<file path="config.mk">
export PLATFORM = sky130hd
export DESIGN_NAME = tbef_formatter
export DESIGN_NICKNAME = d
export VERILOG_FILES = /design/src/rtl/tbef_pkg.sv /design/src/rtl/tbef_line_counter.sv /design/src/rtl/tbef_line_fifo.sv /design/src/rtl/tbef_formatter.sv
export SDC_FILE = /design/constraint.sdc
export NUM_CORES = 1
export LEC_CHECK = 0
export BUFFER_PORTS_ARGS = -buffer_cell sky130_fd_sc_hd__buf_2
export CAP_MARGIN = 30
export CORE_ASPECT_RATIO = 0.9
export CORE_UTILIZATION = 60
export CTS_CLUSTER_SIZE = 12
export DETAILED_ROUTE_END_ITERATION = 8
export PLACE_DENSITY = 0.83
export SETUP_SLACK_MARGIN = 0.02
export SYNTH_ARGS = -nofsm -noshare
export SYNTH_HDL_FRONTEND = slang
export SYNTH_SLANG_ARGS = --single-unit
</file>
<file path="constraint.sdc">
create_clock -name clk -period 7.15 [get_ports clk]
set_input_delay 0.3575 -clock clk [delete_from_list [all_inputs] [get_ports clk]]
set_output_delay 0.3575 -clock clk [all_outputs]
set_load 0.005 [all_outputs]
</file>
<file path="src/rtl/tbef_pkg.sv">
// Constants, field layout and mode codes for the trace line formatter.
// Assumes one 20 MHz system clock and a 64-line trace buffer behind the formatter.
//
// Notes on behaviour
// [RULE_01] Detail mode puts address and data on two lines, so 32 entries fit.
// [RULE_02] Detail mode advances the valid-line counter twice per captured access.
// [RULE_03] Loop mode lines use exactly the normal change-of-flow line format.
// [RULE_04] Byte access data goes to the low data byte; high byte cleared.
// [RULE_05] Word access: lower-address byte to byte one, higher-address byte to byte zero.
// [RULE_06] Lines hold a 4-bit info field over two 8-bit address or data fields.
// [RULE_07] Detail info bit 3 is access size: 0 word, 1 byte.
// [RULE_08] Detail info bit 2 is direction: 0 write, 1 read.
// [RULE_09] Detail info bits 1 and 0 carry address bits 17 and 16.
// [RULE_10] Normal/loop info bit 3 flags source (0) or destination (1).
// [RULE_11] Normal/loop info bit 2 flags a vector; vectors also set destination.
// [RULE_12] Normal/loop info bits 1 and 0 carry program counter bits 17 and 16.
// [RULE_13] Compressed code 00: low 18 bits hold a full base program counter.
// [RULE_14] Compressed code 01: bits 5..0 hold one increment from base zero.
// [RULE_15] Compressed code 10: bits 11..0 hold two increments.
// [RULE_16] Compressed code 11: bits 17..0 hold three increments.
// [RULE_17] New base line when upper twelve counter bits differ from the base.
// [RULE_18] Increment is offset from lowest address of the base's 64-address range.
// [RULE_19] First buffer line always holds a base line, also after wrap-around.
// [RULE_20] After wrap, reader rebuilds flow from first base line after pointer.
// [RULE_21] Unused increment fields of a compressed line are written as zero.
// [RULE_22] Compressed mode records every executed opcode, illegal ones too.
// [RULE_23] Loop mode keeps a copy of each stored address to drop repeats; the code keeps only the last and drops repeated sources.
// [RULE_24] Readout gives fields one and zero first, then field two zero-extended.

`default_nettype none

package tbef_pkg;

	// ----------------------------------------------------------------
	// Line layout
	// ----------------------------------------------------------------
	localparam int LINE_W    = 20;
	localparam int ADDR_W    = 18;
	localparam int BYTE_W    = 8;
	localparam int INFO_W    = 4;
	localparam int INFO_LSB  = 16;
	localparam int F1_LSB    = 8;
	localparam int CODE_W    = 2;
	localparam int INC_W     = 6;
	localparam int RANGE_LSB = 6;
	localparam int WORD_W    = 16;
	localparam int IDX_W     = 6;
	localparam int CNT_W     = 7;
	localparam int ENTRY_W   = IDX_W + LINE_W;

	localparam logic [CNT_W-1:0]  NUM_LINES = 7'h40;
	localparam logic [IDX_W-1:0]  IDX_ZERO  = 6'h00;
	localparam logic [IDX_W-1:0]  IDX_ONE   = 6'h01;
	localparam logic [INC_W-1:0]  INC_ZERO  = 6'h00;

	// ----------------------------------------------------------------
	// Compressed line codes
	// ----------------------------------------------------------------
	localparam logic [CODE_W-1:0] CODE_BASE = 2'h0;
	localparam logic [CODE_W-1:0] CODE_INC1 = 2'h1;
	localparam logic [CODE_W-1:0] CODE_INC2 = 2'h2;
	localparam logic [CODE_W-1:0] CODE_INC3 = 2'h3;

	typedef enum logic [1:0] {
		MODE_NORMAL = 2'b00,
		MODE_LOOP   = 2'b01,
		MODE_DETAIL = 2'b10,
		MODE_CPC    = 2'b11
	} tbef_mode_e;

	typedef enum logic [1:0] {
		CPC_NONE = 2'b00,
		CPC_ONE  = 2'b01,
		CPC_TWO  = 2'b10
	} tbef_cpc_e;

endpackage

`default_nettype wire

</file>
<file path="src/rtl/tbef_line_counter.sv">
// Valid-line counter and write index of the trace buffer.
// Assumes add is the number of lines formed in this cycle (0 to 2).
`timescale 1ns/10ps
`default_nettype none

module tbef_line_counter
	import tbef_pkg::*;
(
	input  wire logic             clk,       // System clock
	input  wire logic             nrst,      // Synchronous reset, active low
	input  wire logic             clear,     // Session start, restarts at line zero
	input  wire logic [1:0]       add,       // Lines formed this cycle
	output logic      [IDX_W-1:0] wr_idx,    // Index of the next line
	output logic      [CNT_W-1:0] valid_cnt, // Valid lines, saturates at 64
	output logic                  wrapped    // Writing has rolled over
);

	logic [CNT_W-1:0] sum;

	assign sum = CNT_W'(wr_idx) + CNT_W'(add);

	always_ff @(posedge clk) begin
		if (!nrst || clear) begin
			wr_idx    <= IDX_ZERO;
			valid_cnt <= '0;
			wrapped   <= 1'b0;
		end else begin
			wr_idx <= sum[IDX_W-1:0];
			if (sum >= NUM_LINES)
				wrapped <= 1'b1;
			// Saturate: after rollover the buffer is simply full
			if (valid_cnt + CNT_W'(add) >= NUM_LINES)
				valid_cnt <= NUM_LINES;
			else
				valid_cnt <= valid_cnt + CNT_W'(add);
		end
	end

	a_count_bound: assert property ( // [RULE_01]
		@(posedge clk) disable iff (!nrst) valid_cnt <= NUM_LINES)
		else $error("valid line count above buffer depth");

endmodule // tbef_line_counter

`default_nettype wire

</file>
<file path="src/rtl/tbef_line_fifo.sv">
// Two-entry buffer between the formatter and the trace buffer write port.
// Assumes the consumer may hold out_ready low for any number of cycles.
`timescale 1ns/10ps
`default_nettype none

module tbef_line_fifo
	import tbef_pkg::*;
#(
	parameter int WIDTH = ENTRY_W
) (
	input  wire logic             clk,       // System clock
	input  wire logic             nrst,      // Synchronous reset, active low
	input  wire logic             in_valid,  // Entry offered
	output logic                  in_ready,  // Room for an entry
	input  wire logic [WIDTH-1:0] in_data,   // Entry contents
	output logic                  out_valid, // Entry available
	input  wire logic             out_ready, // Consumer takes the entry
	output logic      [WIDTH-1:0] out_data   // Oldest entry, from a register
);

	logic [WIDTH-1:0] mem_q [2];
	logic             wr_ptr_q;
	logic             rd_ptr_q;
	logic [1:0]       count_q;
	logic             push;
	logic             pop;

	assign in_ready  = (count_q != 2'h2);
	assign out_valid = (count_q != 2'h0);
	assign out_data  = mem_q[rd_ptr_q];
	assign push      = in_valid && in_ready;
	assign pop       = out_valid && out_ready;

	always_ff @(posedge clk) begin
		if (push)
			mem_q[wr_ptr_q] <= in_data;
	end

	always_ff @(posedge clk) begin
		if (!nrst) begin
			wr_ptr_q <= 1'b0;
			rd_ptr_q <= 1'b0;
			count_q  <= 2'h0;
		end else begin
			wr_ptr_q <= wr_ptr_q ^ push;
			rd_ptr_q <= rd_ptr_q ^ pop;
			count_q  <= count_q + {1'b0, push} - {1'b0, pop};
		end
	end

	a_stall_hold: assert property (
		@(posedge clk) disable iff (!nrst)
		out_valid && !out_ready |=> out_valid && $stable(out_data))
		else $error("buffered line changed while stalled");

endmodule // tbef_line_fifo

`default_nettype wire

</file>
<file path="src/rtl/tbef_formatter.sv">
// Trace line formatter: builds trace buffer lines for change-of-flow, loop,
// detail and compressed program-counter modes.
// Assumes capture strobes come from core logic on clk and that the buffer
// write port drains line_valid/line_ready; session_start begins a session.
`timescale 1ns/10ps
`default_nettype none

module tbef_formatter
	import tbef_pkg::*;
(
	input  wire logic              clk,                // System clock, 20 MHz
	input  wire logic              nrst,               // Synchronous reset, active low
	input  wire logic              trace_en,           // Tracing enabled
	input  wire logic [1:0]        trace_mode_select,  // Trace mode code
	input  wire logic              session_start,      // Pulse: new session at line 0
	input  wire logic              flush_req,          // Write out pending increments
	input  wire logic              cof_valid,          // Change-of-flow address offered
	output logic                   cof_ready,          // Change-of-flow address taken
	input  wire logic [ADDR_W-1:0] cof_addr,           // Program counter to store
	input  wire logic              cof_is_dest,        // Address is a destination
	input  wire logic              cof_is_vector,      // Address is a vector
	input  wire logic              acc_valid,          // Data access offered
	output logic                   acc_ready,          // Data access taken
	input  wire logic [ADDR_W-1:0] acc_addr,           // Access address
	input  wire logic              acc_is_byte,        // Byte access, else word
	input  wire logic              acc_is_read,        // Read access, else write
	input  wire logic [BYTE_W-1:0] acc_byte_lo_addr,   // Byte at lower address
	input  wire logic [BYTE_W-1:0] acc_byte_hi_addr,   // Byte at higher address
	input  wire logic              op_valid,           // Executed opcode offered
	output logic                   op_ready,           // Executed opcode taken
	input  wire logic [ADDR_W-1:0] op_pc,              // Opcode program counter
	output logic                   line_valid,         // Line available
	input  wire logic              line_ready,         // Buffer writes the line
	output logic      [IDX_W-1:0]  line_index,         // Buffer line number
	output logic      [LINE_W-1:0] line_data,          // Full line contents
	output logic      [WORD_W-1:0] line_word_lo,       // First readout word
	output logic      [WORD_W-1:0] line_word_hi,       // Second readout word
	output logic      [CNT_W-1:0]  valid_line_counter, // Valid lines in buffer
	output logic                   buffer_wrapped,     // Writing rolled over
	output logic                   cpc_pending         // Increments held back
);

	// ----------------------------------------------------------------
	// Line builders
	// ----------------------------------------------------------------
	function automatic logic [LINE_W-1:0] base_line(input logic [ADDR_W-1:0] pc);
		base_line = {CODE_BASE, pc}; // [RULE_13]
	endfunction

	function automatic logic [LINE_W-1:0] inc_line(
		input logic [CODE_W-1:0] code,
		input logic [INC_W-1:0]  i2,
		input logic [INC_W-1:0]  i1,
		input logic [INC_W-1:0]  i0
	);
		inc_line = {code, i2, i1, i0};
	endfunction

	// Pending increments as a line; unused fields are zero
	function automatic logic [LINE_W-1:0] pend_line(
		input tbef_cpc_e        cnt,
		input logic [INC_W-1:0] i1,
		input logic [INC_W-1:0] i0
	);
		if (cnt == CPC_TWO)
			pend_line = inc_line(CODE_INC2, INC_ZERO, i1, i0); // [RULE_15] [RULE_21]
		else
			pend_line = inc_line(CODE_INC1, INC_ZERO, INC_ZERO, i0); // [RULE_14] [RULE_21]
	endfunction

	// ----------------------------------------------------------------
	// Declarations
	// ----------------------------------------------------------------
	tbef_mode_e          mode;
	logic [LINE_W-1:0]   stg_line_q [2];
	logic [IDX_W-1:0]    stg_idx_q  [2];
	logic [1:0]          stg_vld_q;
	logic                push;
	logic                room;
	logic [1:0]          n_lines;
	logic [LINE_W-1:0]   new0;
	logic [LINE_W-1:0]   new1;
	logic [IDX_W-1:0]    wr_idx;
	logic                fifo_in_ready;
	logic [ENTRY_W-1:0]  fifo_out;
	logic                cpc_act;
	logic                cof_act;
	logic                fixup;
	logic                flush_act;
	logic                need_base;
	logic                cof_fire;
	logic                acc_fire;
	logic                op_fire;
	logic                dup;
	logic [ADDR_W-RANGE_LSB-1:0] base_q;
	logic [ADDR_W-RANGE_LSB-1:0] base_d;
	logic                base_vld_q;
	logic                base_vld_d;
	tbef_cpc_e           pend_q;
	tbef_cpc_e           pend_d;
	logic [INC_W-1:0]    inc0_q;
	logic [INC_W-1:0]    inc0_d;
	logic [INC_W-1:0]    inc1_q;
	logic [INC_W-1:0]    inc1_d;
	logic [ADDR_W-1:0]   last_q;
	logic                last_vld_q;

	// ----------------------------------------------------------------
	// Acceptance
	// ----------------------------------------------------------------
	assign mode = tbef_mode_e'(trace_mode_select);
	assign push = stg_vld_q[0] && fifo_in_ready;
	// An event may form two lines, so slot 1 must be free and slot 0 free or pushed this cycle
	assign room = !stg_vld_q[1] && (!stg_vld_q[0] || push) && !session_start;

	assign cpc_act = trace_en && (mode == MODE_CPC);
	assign cof_act = trace_en && ((mode == MODE_NORMAL) || (mode == MODE_LOOP)); // [RULE_03]

	// Pending increments may not land on line zero: the oldest is restated
	// as a base line first, so line zero is always a base
	assign fixup     = cpc_act && room && (wr_idx == IDX_ZERO) && (pend_q != CPC_NONE); // [RULE_19] [RULE_20]
	assign flush_act = cpc_act && room && !fixup && flush_req && (pend_q != CPC_NONE);

	assign cof_ready = cof_act && room;
	assign acc_ready = trace_en && (mode == MODE_DETAIL) && room;
	assign op_ready  = cpc_act && room && !fixup && !flush_act; // [RULE_22]

	assign cof_fire = cof_valid && cof_ready;
	assign acc_fire = acc_valid && acc_ready;
	assign op_fire  = op_valid && op_ready;

	assign need_base = !base_vld_q || (op_pc[ADDR_W-1:RANGE_LSB] != base_q) // [RULE_17]
		|| (wr_idx == IDX_ZERO); // [RULE_19]

	// Only repeated sources are dropped; repeated destinations hint at bugs
	assign dup = (mode == MODE_LOOP) && !cof_is_dest && !cof_is_vector
		&& last_vld_q && (cof_addr == last_q); // [RULE_23]

	// ----------------------------------------------------------------
	// Line formation
	// ----------------------------------------------------------------
	always_comb begin
		n_lines    = 2'h0;
		new0       = '0;
		new1       = '0;
		base_d     = base_q;
		base_vld_d = base_vld_q;
		pend_d     = pend_q;
		inc0_d     = inc0_q;
		inc1_d     = inc1_q;
		if (fixup) begin
			// Oldest pending opcode becomes the base of line zero
			new0    = base_line({base_q, inc0_q}); // [RULE_19]
			n_lines = 2'h1;
			inc0_d  = inc1_q;
			pend_d  = (pend_q == CPC_TWO) ? CPC_ONE : CPC_NONE;
		end else if (flush_act) begin
			new0    = pend_line(pend_q, inc1_q, inc0_q);
			n_lines = 2'h1;
			pend_d  = CPC_NONE;
		end else if (op_fire) begin
			if (need_base) begin
				base_d     = op_pc[ADDR_W-1:RANGE_LSB]; // [RULE_17]
				base_vld_d = 1'b1;
				pend_d     = CPC_NONE;
				if (pend_q != CPC_NONE) begin
					new0    = pend_line(pend_q, inc1_q, inc0_q);
					new1    = base_line(op_pc);
					n_lines = 2'h2;
				end else begin
					new0    = base_line(op_pc); // [RULE_13]
					n_lines = 2'h1;
				end
			end else begin
				// Low bits are the offset from the base range's zero value
				case (pend_q)
					CPC_NONE: begin
						inc0_d = op_pc[INC_W-1:0]; // [RULE_18]
						pend_d = CPC_ONE;
					end
					CPC_ONE: begin
						inc1_d = op_pc[INC_W-1:0]; // [RULE_18]
						pend_d = CPC_TWO;
					end
					CPC_TWO: begin
						new0    = inc_line(CODE_INC3, op_pc[INC_W-1:0], inc1_q, inc0_q); // [RULE_16]
						n_lines = 2'h1;
						pend_d  = CPC_NONE;
					end
					default: begin
						pend_d = CPC_NONE;
					end
				endcase
			end
		end else if (cof_fire) begin
			if (!dup) begin
				// Vectors are destinations, so the vector flag forces the other
				new0 = {cof_is_dest || cof_is_vector, cof_is_vector, // [RULE_10] [RULE_11]
					cof_addr}; // [RULE_12] [RULE_06]
				n_lines = 2'h1;
			end
		end else if (acc_fire) begin
			new0 = {acc_is_byte, acc_is_read, acc_addr}; // [RULE_07] [RULE_08] [RULE_09]
			if (acc_is_byte)
				new1 = {INFO_W'(0), BYTE_W'(0), acc_byte_lo_addr}; // [RULE_04]
			else
				new1 = {INFO_W'(0), acc_byte_lo_addr, acc_byte_hi_addr}; // [RULE_05]
			n_lines = 2'h2; // [RULE_01] [RULE_02]
		end
	end

	// ----------------------------------------------------------------
	// Staging slots
	// ----------------------------------------------------------------
	always_ff @(posedge clk) begin
		if (!nrst || session_start) begin
			stg_vld_q <= 2'b00;
		end else if (n_lines != 2'h0) begin
			stg_vld_q <= (n_lines == 2'h2) ? 2'b11 : 2'b01;
		end else if (push) begin
			stg_vld_q <= {1'b0, stg_vld_q[1]};
		end
	end

	always_ff @(posedge clk) begin
		if (n_lines != 2'h0) begin
			stg_line_q[0] <= new0;
			stg_idx_q[0]  <= wr_idx;
			stg_line_q[1] <= new1;
			stg_idx_q[1]  <= wr_idx + IDX_ONE;
		end else if (push) begin
			stg_line_q[0] <= stg_line_q[1];
			stg_idx_q[0]  <= stg_idx_q[1];
		end
	end

	// ----------------------------------------------------------------
	// Compressed and loop state
	// ----------------------------------------------------------------
	always_ff @(posedge clk) begin
		if (!nrst || session_start) begin
			base_q     <= '0;
			base_vld_q <= 1'b0;
			pend_q     <= CPC_NONE;
			inc0_q     <= INC_ZERO;
			inc1_q     <= INC_ZERO;
		end else begin
			base_q     <= base_d;
			base_vld_q <= base_vld_d;
			pend_q     <= pend_d;
			inc0_q     <= inc0_d;
			inc1_q     <= inc1_d;
		end
	end

	always_ff @(posedge clk) begin
		if (!nrst || session_start) begin
			last_q     <= '0;
			last_vld_q <= 1'b0;
		end else if (cof_fire && !dup) begin
			last_q     <= cof_addr; // [RULE_23]
			last_vld_q <= 1'b1;
		end
	end

	assign cpc_pending = (pend_q != CPC_NONE);

	// ----------------------------------------------------------------
	// Counter and output buffer
	// ----------------------------------------------------------------
	tbef_line_counter tbef_line_counter_inst (
		.clk       (clk),
		.nrst      (nrst),
		.clear     (session_start),
		.add       (n_lines),          // [RULE_02]
		.wr_idx    (wr_idx),
		.valid_cnt (valid_line_counter),
		.wrapped   (buffer_wrapped)
	);

	tbef_line_fifo #(
		.WIDTH (ENTRY_W)
	) tbef_line_fifo_inst (
		.clk       (clk),
		.nrst      (nrst),
		.in_valid  (stg_vld_q[0]),
		.in_ready  (fifo_in_ready),
		.in_data   ({stg_idx_q[0], stg_line_q[0]}),
		.out_valid (line_valid),
		.out_ready (line_ready),
		.out_data  (fifo_out)
	);

	assign line_index   = fifo_out[ENTRY_W-1:LINE_W];
	assign line_data    = fifo_out[LINE_W-1:0];
	assign line_word_lo = fifo_out[WORD_W-1:0]; // [RULE_24]
	assign line_word_hi = {(WORD_W-INFO_W)'(0), fifo_out[INFO_LSB +: INFO_W]}; // [RULE_24]

	// ----------------------------------------------------------------
	// Checks
	// ----------------------------------------------------------------
	a_detail_count: assert property ( // [RULE_02]
		@(posedge clk) disable iff (!nrst)
		acc_fire |=> wr_idx == $past(wr_idx) + IDX_ONE + IDX_ONE)
		else $error("detail access did not take two lines");

	a_byte_high_zero: assert property ( // [RULE_04]
		@(posedge clk) disable iff (!nrst)
		acc_fire && acc_is_byte |=> stg_vld_q == 2'b11
			&& stg_line_q[1][F1_LSB +: BYTE_W] == BYTE_W'(0)
			&& stg_line_q[1][BYTE_W-1:0] == $past(acc_byte_lo_addr))
		else $error("byte access data misplaced");

	a_word_order: assert property ( // [RULE_05]
		@(posedge clk) disable iff (!nrst)
		acc_fire && !acc_is_byte |=> stg_line_q[1][F1_LSB +: BYTE_W] == $past(acc_byte_lo_addr)
			&& stg_line_q[1][BYTE_W-1:0] == $past(acc_byte_hi_addr))
		else $error("word access byte order wrong");

	a_detail_info: assert property ( // [RULE_07]
		@(posedge clk) disable iff (!nrst)
		acc_fire |=> stg_line_q[0][INFO_LSB +: INFO_W]
			== {$past(acc_is_byte), $past(acc_is_read), $past(acc_addr[ADDR_W-1:INFO_LSB])})
		else $error("detail info bits wrong");

	a_vector_dest: assert property ( // [RULE_11]
		@(posedge clk) disable iff (!nrst)
		cof_fire && cof_is_vector |=> stg_vld_q[0]
			&& stg_line_q[0][LINE_W-1 -: 2] == 2'b11)
		else $error("vector line lacks destination flag");

	a_loop_filter: assert property ( // [RULE_23]
		@(posedge clk) disable iff (!nrst)
		cof_fire && dup |=> wr_idx == $past(wr_idx))
		else $error("duplicate source stored in loop mode");

	a_first_base: assert property ( // [RULE_19]
		@(posedge clk) disable iff (!nrst)
		cpc_act && n_lines != 2'h0 && wr_idx == IDX_ZERO
			|-> new0[ADDR_W +: CODE_W] == CODE_BASE)
		else $error("line zero is not a base line");

	a_unused_zero: assert property ( // [RULE_21]
		@(posedge clk) disable iff (!nrst)
		cpc_act && n_lines != 2'h0 && new0[ADDR_W +: CODE_W] == CODE_INC1
			|-> new0[ADDR_W-1:INC_W] == '0)
		else $error("unused increment field not zero");

	a_range_base: assert property ( // [RULE_17]
		@(posedge clk) disable iff (!nrst)
		op_fire && base_vld_q && op_pc[ADDR_W-1:RANGE_LSB] != base_q
			|=> base_q == $past(op_pc[ADDR_W-1:RANGE_LSB]) && pend_q == CPC_NONE)
		else $error("range change did not start a new base");

endmodule // tbef_formatter

`default_nettype wire

</file>
# ---- Yosys cells after proc, flatten, opt, wreduce, memory -nomap -nowiden
# Memories as Yosys holds them, arrays and structs flattened. A register that Yosys moved wholly into a read port is not among the register bits.
# Index checks and enable logic that the tools add are counted.
dict set report op_classes {
  bitwise 7
  reduce_logical 54
  add_sub_neg 5
  n_lt_le_gt_ge 2
  eq_ne 11
  mux 50
}
# op count
set ops {}
lappend ops {{2-to-1 mux 20 bit} 14}
lappend ops {{2-to-1 mux 16 bit} 3}
lappend ops {{2-to-1 mux 18 bit} 2}
lappend ops {{2-to-1 mux 6 bit} 6}
lappend ops {{2-to-1 mux 2 bit} 14}
lappend ops {{logical AND 1 bit} 24}
lappend ops {{== test 18 bit} 1}
lappend ops {{>= comparator 7 bit (second input constant)} 2}
lappend ops {{inequality test 12 bit} 1}
lappend ops {{nonzero test 2 bit} 6}
lappend ops {{zero test 1 bit} 10}
lappend ops {{2-to-1 mux 1 bit} 9}
lappend ops {{== test 2 bit (second input constant)} 4}
lappend ops {{AND reduction 4 bit} 2}
lappend ops {{adder 6 x 2 -> 7 bit} 1}
lappend ops {{adder 7 x 2 -> 7 bit} 1}
lappend ops {{2-to-1 mux 7 bit} 1}
lappend ops {{adder 6 x 1 -> 6 bit (second input constant)} 1}
lappend ops {{zero test 6 bit} 1}
lappend ops {{logical OR 1 bit} 6}
lappend ops {{inequality test 2 bit (second input constant)} 3}
lappend ops {{AND reduction 5 bit} 1}
lappend ops {{== test 2 x 1 -> 1 bit (second input constant)} 2}
lappend ops {{zero test 2 bit} 2}
lappend ops {{other kinds (8)} 12}
dict set report totals {
  reg_bits 66
  output_inout_bits 71
  ramBits 104
  input_bits 85
  mem_count 3
  word_cells 147
}
# name depth width rd rd_clocked_by_memory_dff wr line_no
set mem_list {}
lappend mem_list {tbef_line_fifo_inst.mem_q 2 26 1 1 1 tbef_line_fifo.sv:21} ;# logic [WIDTH-1:0] mem_q [2];
lappend mem_list {stg_line_q 2 20 2 0 2 tbef_formatter.sv:75} ;# logic [LINE_W-1:0] stg_line_q [2];
lappend mem_list {stg_idx_q 2 6 2 0 2 tbef_formatter.sv:76} ;# logic [IDX_W-1:0] stg_idx_q [2];

# ---- Depth between registers and ports, before layout
dict set report logic_depth {
  ltp_word 22
  ltp_mapped 15
  mapped_depth_nobuf 14
}

# ---- Modules after synthesis
# Synthesis repeated with hierarchy kept, for this count alone.
dict set report unflattened {
  hier_cells 714
  area_unflattened_um2 8384.3
}
# module cells_each n_inst seq_area_each_um2 area_per_inst_um2
set by_module_without_submodules {}
lappend by_module_without_submodules {tbef_formatter 535 1 2462.4 5430.2}
lappend by_module_without_submodules {tbef_line_fifo 105 1 1661.6 2243.4}
lappend by_module_without_submodules {tbef_line_counter 74 1 280.3 710.7}

# ---- Worst setup path before layout
# Ideal clock, no wire load.
dict set report synth_path {
  path_kind {reg-to-reg}
  start {register tbef_line_counter_inst.wr_idx[0]}
  end {register tbef_line_counter_inst.wr_idx[4]}
  path_slack_ns 3.838
  period_less_slack_ns 3.312
  setup_ns 0.128
  arrival_ns 3.185
  required_ns 7.022
  n_path_buf 1
  stages_incl_launch_ff 16
  cell_sequence {dfxtp_1 inv_1 ha_1 or4b_4 o211ai_1 or4_1 clkbuf_1 xnor2_1 o31ai_1 ha_1 inv_1 fa_1 inv_1 and3_1 xnor2_1 nor2_1}
}
dict set report synth_between {
  elab_chain_len 14
  elab_cells_between_ends 16
  classes_between {1 x add/sub; 4 x mux; 11 x reduce/logical}
}
# item line_no
set synth_lines {}
lappend synth_lines {{start, declared} tbef_line_counter.sv:13} ;# output logic [IDX_W-1:0] wr_idx,
lappend synth_lines {{start signal, assigned} tbef_line_counter.sv:28} ;# wr_idx <= sum[IDX_W-1:0];
lappend synth_lines {{zero test 6 bit} {tbef_formatter.sv:121, tbef_formatter.sv:133}}
lappend synth_lines {{logical AND 1 bit (2 in series)} tbef_formatter.sv:121} ;# assign fixup = cpc_act && room && (wr_idx == IDX_ZERO) && (pend_q != CPC_NONE);
lappend synth_lines {{zero test 1 bit} {tbef_formatter.sv:122, tbef_formatter.sv:126}}
lappend synth_lines {{logical AND 1 bit} {tbef_formatter.sv:122, tbef_formatter.sv:126}}
lappend synth_lines {{logical AND 1 bit (2 in series)} tbef_formatter.sv:122} ;# assign flush_act = cpc_act && room && !fixup && flush_req && (pend_q != CPC_NONE);
lappend synth_lines {{zero test 1 bit} tbef_formatter.sv:126} ;# assign op_ready = cpc_act && room && !fixup && !flush_act;
lappend synth_lines {{logical AND 1 bit} tbef_formatter.sv:126}
lappend synth_lines {{logical AND 1 bit} tbef_formatter.sv:130} ;# assign op_fire = op_valid && op_ready;
lappend synth_lines {{2-to-1 mux 2 bit} tbef_formatter.sv:161} ;# end else if (op_fire) begin
lappend synth_lines {{2-to-1 mux 2 bit} tbef_formatter.sv:157} ;# end else if (flush_act) begin
lappend synth_lines {{2-to-1 mux 2 bit} tbef_formatter.sv:151} ;# if (fixup) begin
lappend synth_lines {{adder 6 x 2 -> 7 bit (*)} tbef_line_counter.sv:20} ;# assign sum = CNT_W'(wr_idx) + CNT_W'(add);
# Every way passes the cells marked *; elsewhere a longest branch is shown, timed or not.
# A chain may end at the register's enable or synchronous reset.

# ---- Worst setup path after layout
dict set report layout_path {
  start {register tbef_line_counter_inst.wr_idx[1]}
  end {register tbef_line_counter_inst.valid_cnt[5]}
}
dict set report layout_between {
  elab_chain_len 16
  elab_cells_between_ends 18
  classes_between {1 x add/sub; 1 x order compare; 4 x mux; 12 x reduce/logical}
}
# item line_no
set layout_lines {}
lappend layout_lines {{zero test 6 bit (*)} {tbef_formatter.sv:121, tbef_formatter.sv:133}}
lappend layout_lines {{logical AND 1 bit (2 in series)} tbef_formatter.sv:121}
lappend layout_lines {{zero test 1 bit} {tbef_formatter.sv:122, tbef_formatter.sv:126}}
lappend layout_lines {{logical AND 1 bit} {tbef_formatter.sv:122, tbef_formatter.sv:126}}
lappend layout_lines {{logical AND 1 bit (2 in series)} tbef_formatter.sv:122}
lappend layout_lines {{zero test 1 bit} tbef_formatter.sv:126}
lappend layout_lines {{logical AND 1 bit} tbef_formatter.sv:126}
lappend layout_lines {{logical AND 1 bit} tbef_formatter.sv:130}
lappend layout_lines {{2-to-1 mux 2 bit} tbef_formatter.sv:161}
lappend layout_lines {{2-to-1 mux 2 bit} tbef_formatter.sv:157}
lappend layout_lines {{2-to-1 mux 2 bit (*)} tbef_formatter.sv:151}
lappend layout_lines {{adder 7 x 2 -> 7 bit (*)} {tbef_line_counter.sv:32, tbef_line_counter.sv:35}}
lappend layout_lines {{>= comparator 7 bit} tbef_line_counter.sv:32} ;# if (valid_cnt + CNT_W'(add) >= NUM_LINES)
lappend layout_lines {{OR reduction 2 bit (no source line)} n/a}
lappend layout_lines {{end signal, assigned} tbef_line_counter.sv:35} ;# valid_cnt <= valid_cnt + CNT_W'(add);
lappend layout_lines {{end, declared} tbef_line_counter.sv:14} ;# output logic [CNT_W-1:0] valid_cnt,
# Marked as above.

==> results.json <==
{
  "status": "finished with violations",
  "violations": "DRC",
  "drv_cap": 0,
  "design_area_mm2": 0.00952,
  "cts_tree": "yes",
  "first_iter_violations": 753,
  "cp.arrival_ns": 4.45,
  "yosys_warnings": 0,
  "cts_resized": 0,
  "ys_ff_latch": 169,
  "worstHoldPathType": "in -> reg",
  "seqPwrFrac": 0.483,
  "grt_pass1_wl_mm": 32.4,
  "grt_usage": 0.310,
  "netlist_top_cells_area": "edfxtp_1 37%, dfxtp_1 16%, mux2i_1 6.1%, mux2_2 4.2%, xnor2_1 3.5%",
  "ctsRootBufferMaster": "clkbuf_16",
  "r2r_end": "tbef_line_counter_inst.valid_cnt[5]",
  "synth_area_per_cell_um2": 12.0,
  "p_comb_frac": 0.139,
  "grt_remaining_overflow": 0,
  "sw_frac_of_total": 0.252,
  "synth_top_cells_by_count": "102 x edfxtp_1, 70 x nor2_1, 67 x dfxtp_1, 50 x mux2i_1, 33 x xnor2_1",
  "worst_path_max_delay_cell": "nor4_1",
  "ir_worst_vdd_mv": 0.180,
  "n_antenna_cell": 0,
  "avgViaCountPerCell": 6.15,
  "hpwl_mm": 15.7,
  "yosysMostFrequentCell": "edfxtp_1",
  "post-place-ws_ns": 3.18,
  "initial_core_util": 0.616,
  "synthDistinctLibCells": 61,
  "critPathCapture": "tbef_line_counter_inst.valid_cnt[5]",
  "clk_pin_slew_ns": 0.07,
  "p_clk_frac": 0.378,
  "cts_hold_buf": 0,
  "cts_inserted_buffers": 17,
  "slew_viol_final": 0,
  "layout_setup_ws_ns": 3.08,
  "reg2reg_slack_ns": 3.08,
  "placed_area_mm2": 0.00898,
  "netlist_area_mm2": 0.00823,
  "h-tree-depth": 4,
  "worstPathCellList": "inv_1, ha_1, or4b_4, o211ai_1, nor4_1, nor3_2, buf_6, nor2_1, inv_1, fa_1, nand3_1, xor2_1, nand2_1, nor2_1",
  "fp.dieW_um": 125,
  "period_minus_slack_ns": 4.07,
  "dieArea_mm2": 0.0142,
  "ys_seq_area_frac": 0.535,
  "core_area_mm2": 0.0134,
  "grt_pass1_vias": 5799,
  "synth_top_cell_area_share": 0.372,
  "syn_to_final_growth_pct": 15.7,
  "num-nets-final": 903,
  "setup_tns_ns": 0,
  "vias": 6067,
  "pin_count": 156,
  "cpPeakStageDelay_ns": 0.91,
  "ant_nets": 0,
  "worst_pin_slew_ns": 1.03,
  "drc": 9,
  "crit_path_end_kind": "flop",
  "avgRoutedWirePerCell_um": 21.2,
  "drive_above_1_share": 0.289,
  "startpoint_type": "flop",
  "rsz0062_at_grt": "no",
  "die_y_um": 113,
  "fill_cells": 945,
  "r2r.worst_path.cells": 14,
  "critPathLaunch": "tbef_line_counter_inst.wr_idx[1]",
  "r2r-start": "tbef_line_counter_inst.wr_idx[1]",
  "totalWireLength_mm": 20.9,
  "post_cts_buffers": 0,
  "p_total_uw": 2240,
  "yosysTopAreaCell": "edfxtp_1",
  "p_per_area_mw_per_mm2": 235,
  "cts_sinks": 169,
  "max_freq_mhz": 245,
  "worstPathRequired_ns": 7.52,
  "crit_type": "reg -> reg",
  "hold_viol": 0,
  "power.switching_uw": 565,
  "rows": 40,
  "synth_edf_count": 102,
  "place.gp.congestion": 0.965,
  "grt_max_degree": 56,
  "clkLatencyLatePin_ns": 0.44,
  "synthArstFlopShare": 0,
  "relSlewSlack": 0.306,
  "leakagePower_uw": 0.00375,
  "finClkSkew_ns": 0.00825,
  "setup_viol": 0,
  "cp_max_fo": 13,
  "synthFlopType": "edfxtp_1",
  "antenna_found_initial": 0,
  "syn_inst": 688,
  "portBuffers": 143,
  "fin_crit_sh": 0.570,
  "p_int_uw": 1680,
  "cts_max_path_buffers": 2,
  "drt_first_pass_iters": 7
}
## placed cells by master, fill, tap and decap left out, types with 3 or more instances in the layout
| master | synthesis | final |
|---|---|---|
| edfxtp_1 | 102 | 102 |
| o2bb2ai_1 | 8 | 8 |
| nand2_1 | 26 | 26 |
| a211oi_1 | 10 | 10 |
| and2_1 | 7 | 7 |
| nand4_1 | 9 | 9 |
| clkbuf_16 | 0 | 17 |
| clkinvlp_4 | 0 | 4 |
| conb_1 | 1 | 12 |
| dfxtp_1 | 67 | 67 |
| inv_1 | 16 | 16 |
| o2bb2ai_2 | 10 | 10 |
| a221oi_1 | 13 | 13 |
| buf_16 | 0 | 4 |
| a221o_1 | 11 | 11 |
| ha_1 | 10 | 10 |
| and3_1 | 8 | 8 |
| nor4_1 | 3 | 3 |
| a21oi_1 | 19 | 19 |
| mux2_2 | 31 | 31 |
| o21ai_0 | 15 | 15 |
| nor2b_1 | 5 | 5 |
| a22o_1 | 10 | 10 |
| buf_4 | 32 | 6 |
| xor2_1 | 14 | 14 |
| nor2_1 | 70 | 70 |
| buf_2 | 8 | 143 |
| mux2i_1 | 50 | 50 |
| inv_6 | 0 | 4 |
| a21o_1 | 9 | 9 |
| nand3_1 | 21 | 21 |
| xnor2_1 | 33 | 33 |
| o2111a_1 | 5 | 5 |
## worst max-delay path, delay by kind of cell, from the launching register on
family                   cells  cell delay, ns
AND/OR/NAND/NOR              7            2.06
adder cells (fa/ha/maj)      2            0.67
buffers and inverters        3            0.50
flip-flops                   1            0.43
XOR/XNOR                     1            0.26
AO/OA/AOI/OAI                1            0.10
## through the flow
stage / instances / hold slack (ns) / utilization
floorplan: 699 / 0.421 / -
global placement: 949 / 0.423 / 0.662
detailed placement: 955 / 0.432 / 0.672
CTS: 987 / 0.195 / 0.713
global route: 987 / 0.214 / 0.713
finish: 987 / 0.201 / 0.713
## cell families (layout without fill, tap and decap cells)
logic type      Yosys count  after routing  synth area share
compound gates          125            125             0.127
xor+xnor                 47             47            0.0500
buf+inv                  83            203            0.0575
flops                   169            169             0.535
fa+ha+maj                12             12            0.0201
simple gates            169            169             0.105
other cells               1             12          0.000456
mux                      82             82             0.105
## worst min path at each step
stage                 startpoint                               end  slack [ns]  cells past startpoint
5_1_grt                 op_pc[0]                         inc1_q[0]        0.21                      3
3_5_place_dp   stg_line_q[0][18]  tbef_line_fifo_inst.mem_q[1][18]        0.43                      0
2_1_floorplan   stg_line_q[0][0]   tbef_line_fifo_inst.mem_q[0][0]        0.42                      0
6_report            cof_addr[12]                        last_q[12]        0.20                      3
4_1_cts                 op_pc[0]                         inc1_q[0]        0.20                      3
3_3_place_gp     stg_idx_q[0][1]  tbef_line_fifo_inst.mem_q[1][21]        0.42                      0
## cell type report
| class | count | area [um2] | area share |
|---|---|---|---|
| Tap cell | 168 | 210 | 0.0221 |
| Clock buffer | 20 | 447 | 0.0469 |
| Clock inverter | 12 | 93.8 | 0.00986 |
| Inverter | 16 | 60.1 | 0.00631 |
| Multi-Input combinational cell | 447 | 3410 | 0.358 |
| Sequential cell | 169 | 4400 | 0.463 |
| Timing Repair Buffer | 155 | 897 | 0.0942 |
## flip-flops by register name, indices dropped and copies added, names as in the netlist, 2 cells and up, named ones only
name	flops
tbef_line_counter_inst.wr_idx	6
stg_line_q	38
stg_vld_q	2
base_q	12
inc1_q	6
tbef_line_fifo_inst.count_q	2
tbef_line_fifo_inst.mem_q	52
stg_idx_q	12
last_q	18
inc0_q	6
pend_q	2
tbef_line_counter_inst.valid_cnt	7
## routing by layer
| layer | vias up | part of all wire | track usage |
|---|---|---|---|
| met1 | 2967 | 0.43 | 0.432 |
| met2 | 325 | 0.46 | 0.482 |
| met5 | - | 0 | 0 |
| li1 | 2745 | - | - |
| met4 | 0 | 0.019 | 0.107 |
| met3 | 30 | 0.090 | 0.0686 |
## power by group through the flow
stage / Combinational (uW) / Sequential (uW) / Clock [uW]
CTS: 313 / 1080 / 853
global route: 338 / 1080 / 895
finish: 312 / 1080 / 847
floorplan: 209 / 1090 / 0
global placement: 269 / 1110 / 0
detailed placement: 310 / 1100 / 0
Power figures use the tool's default switching activity.
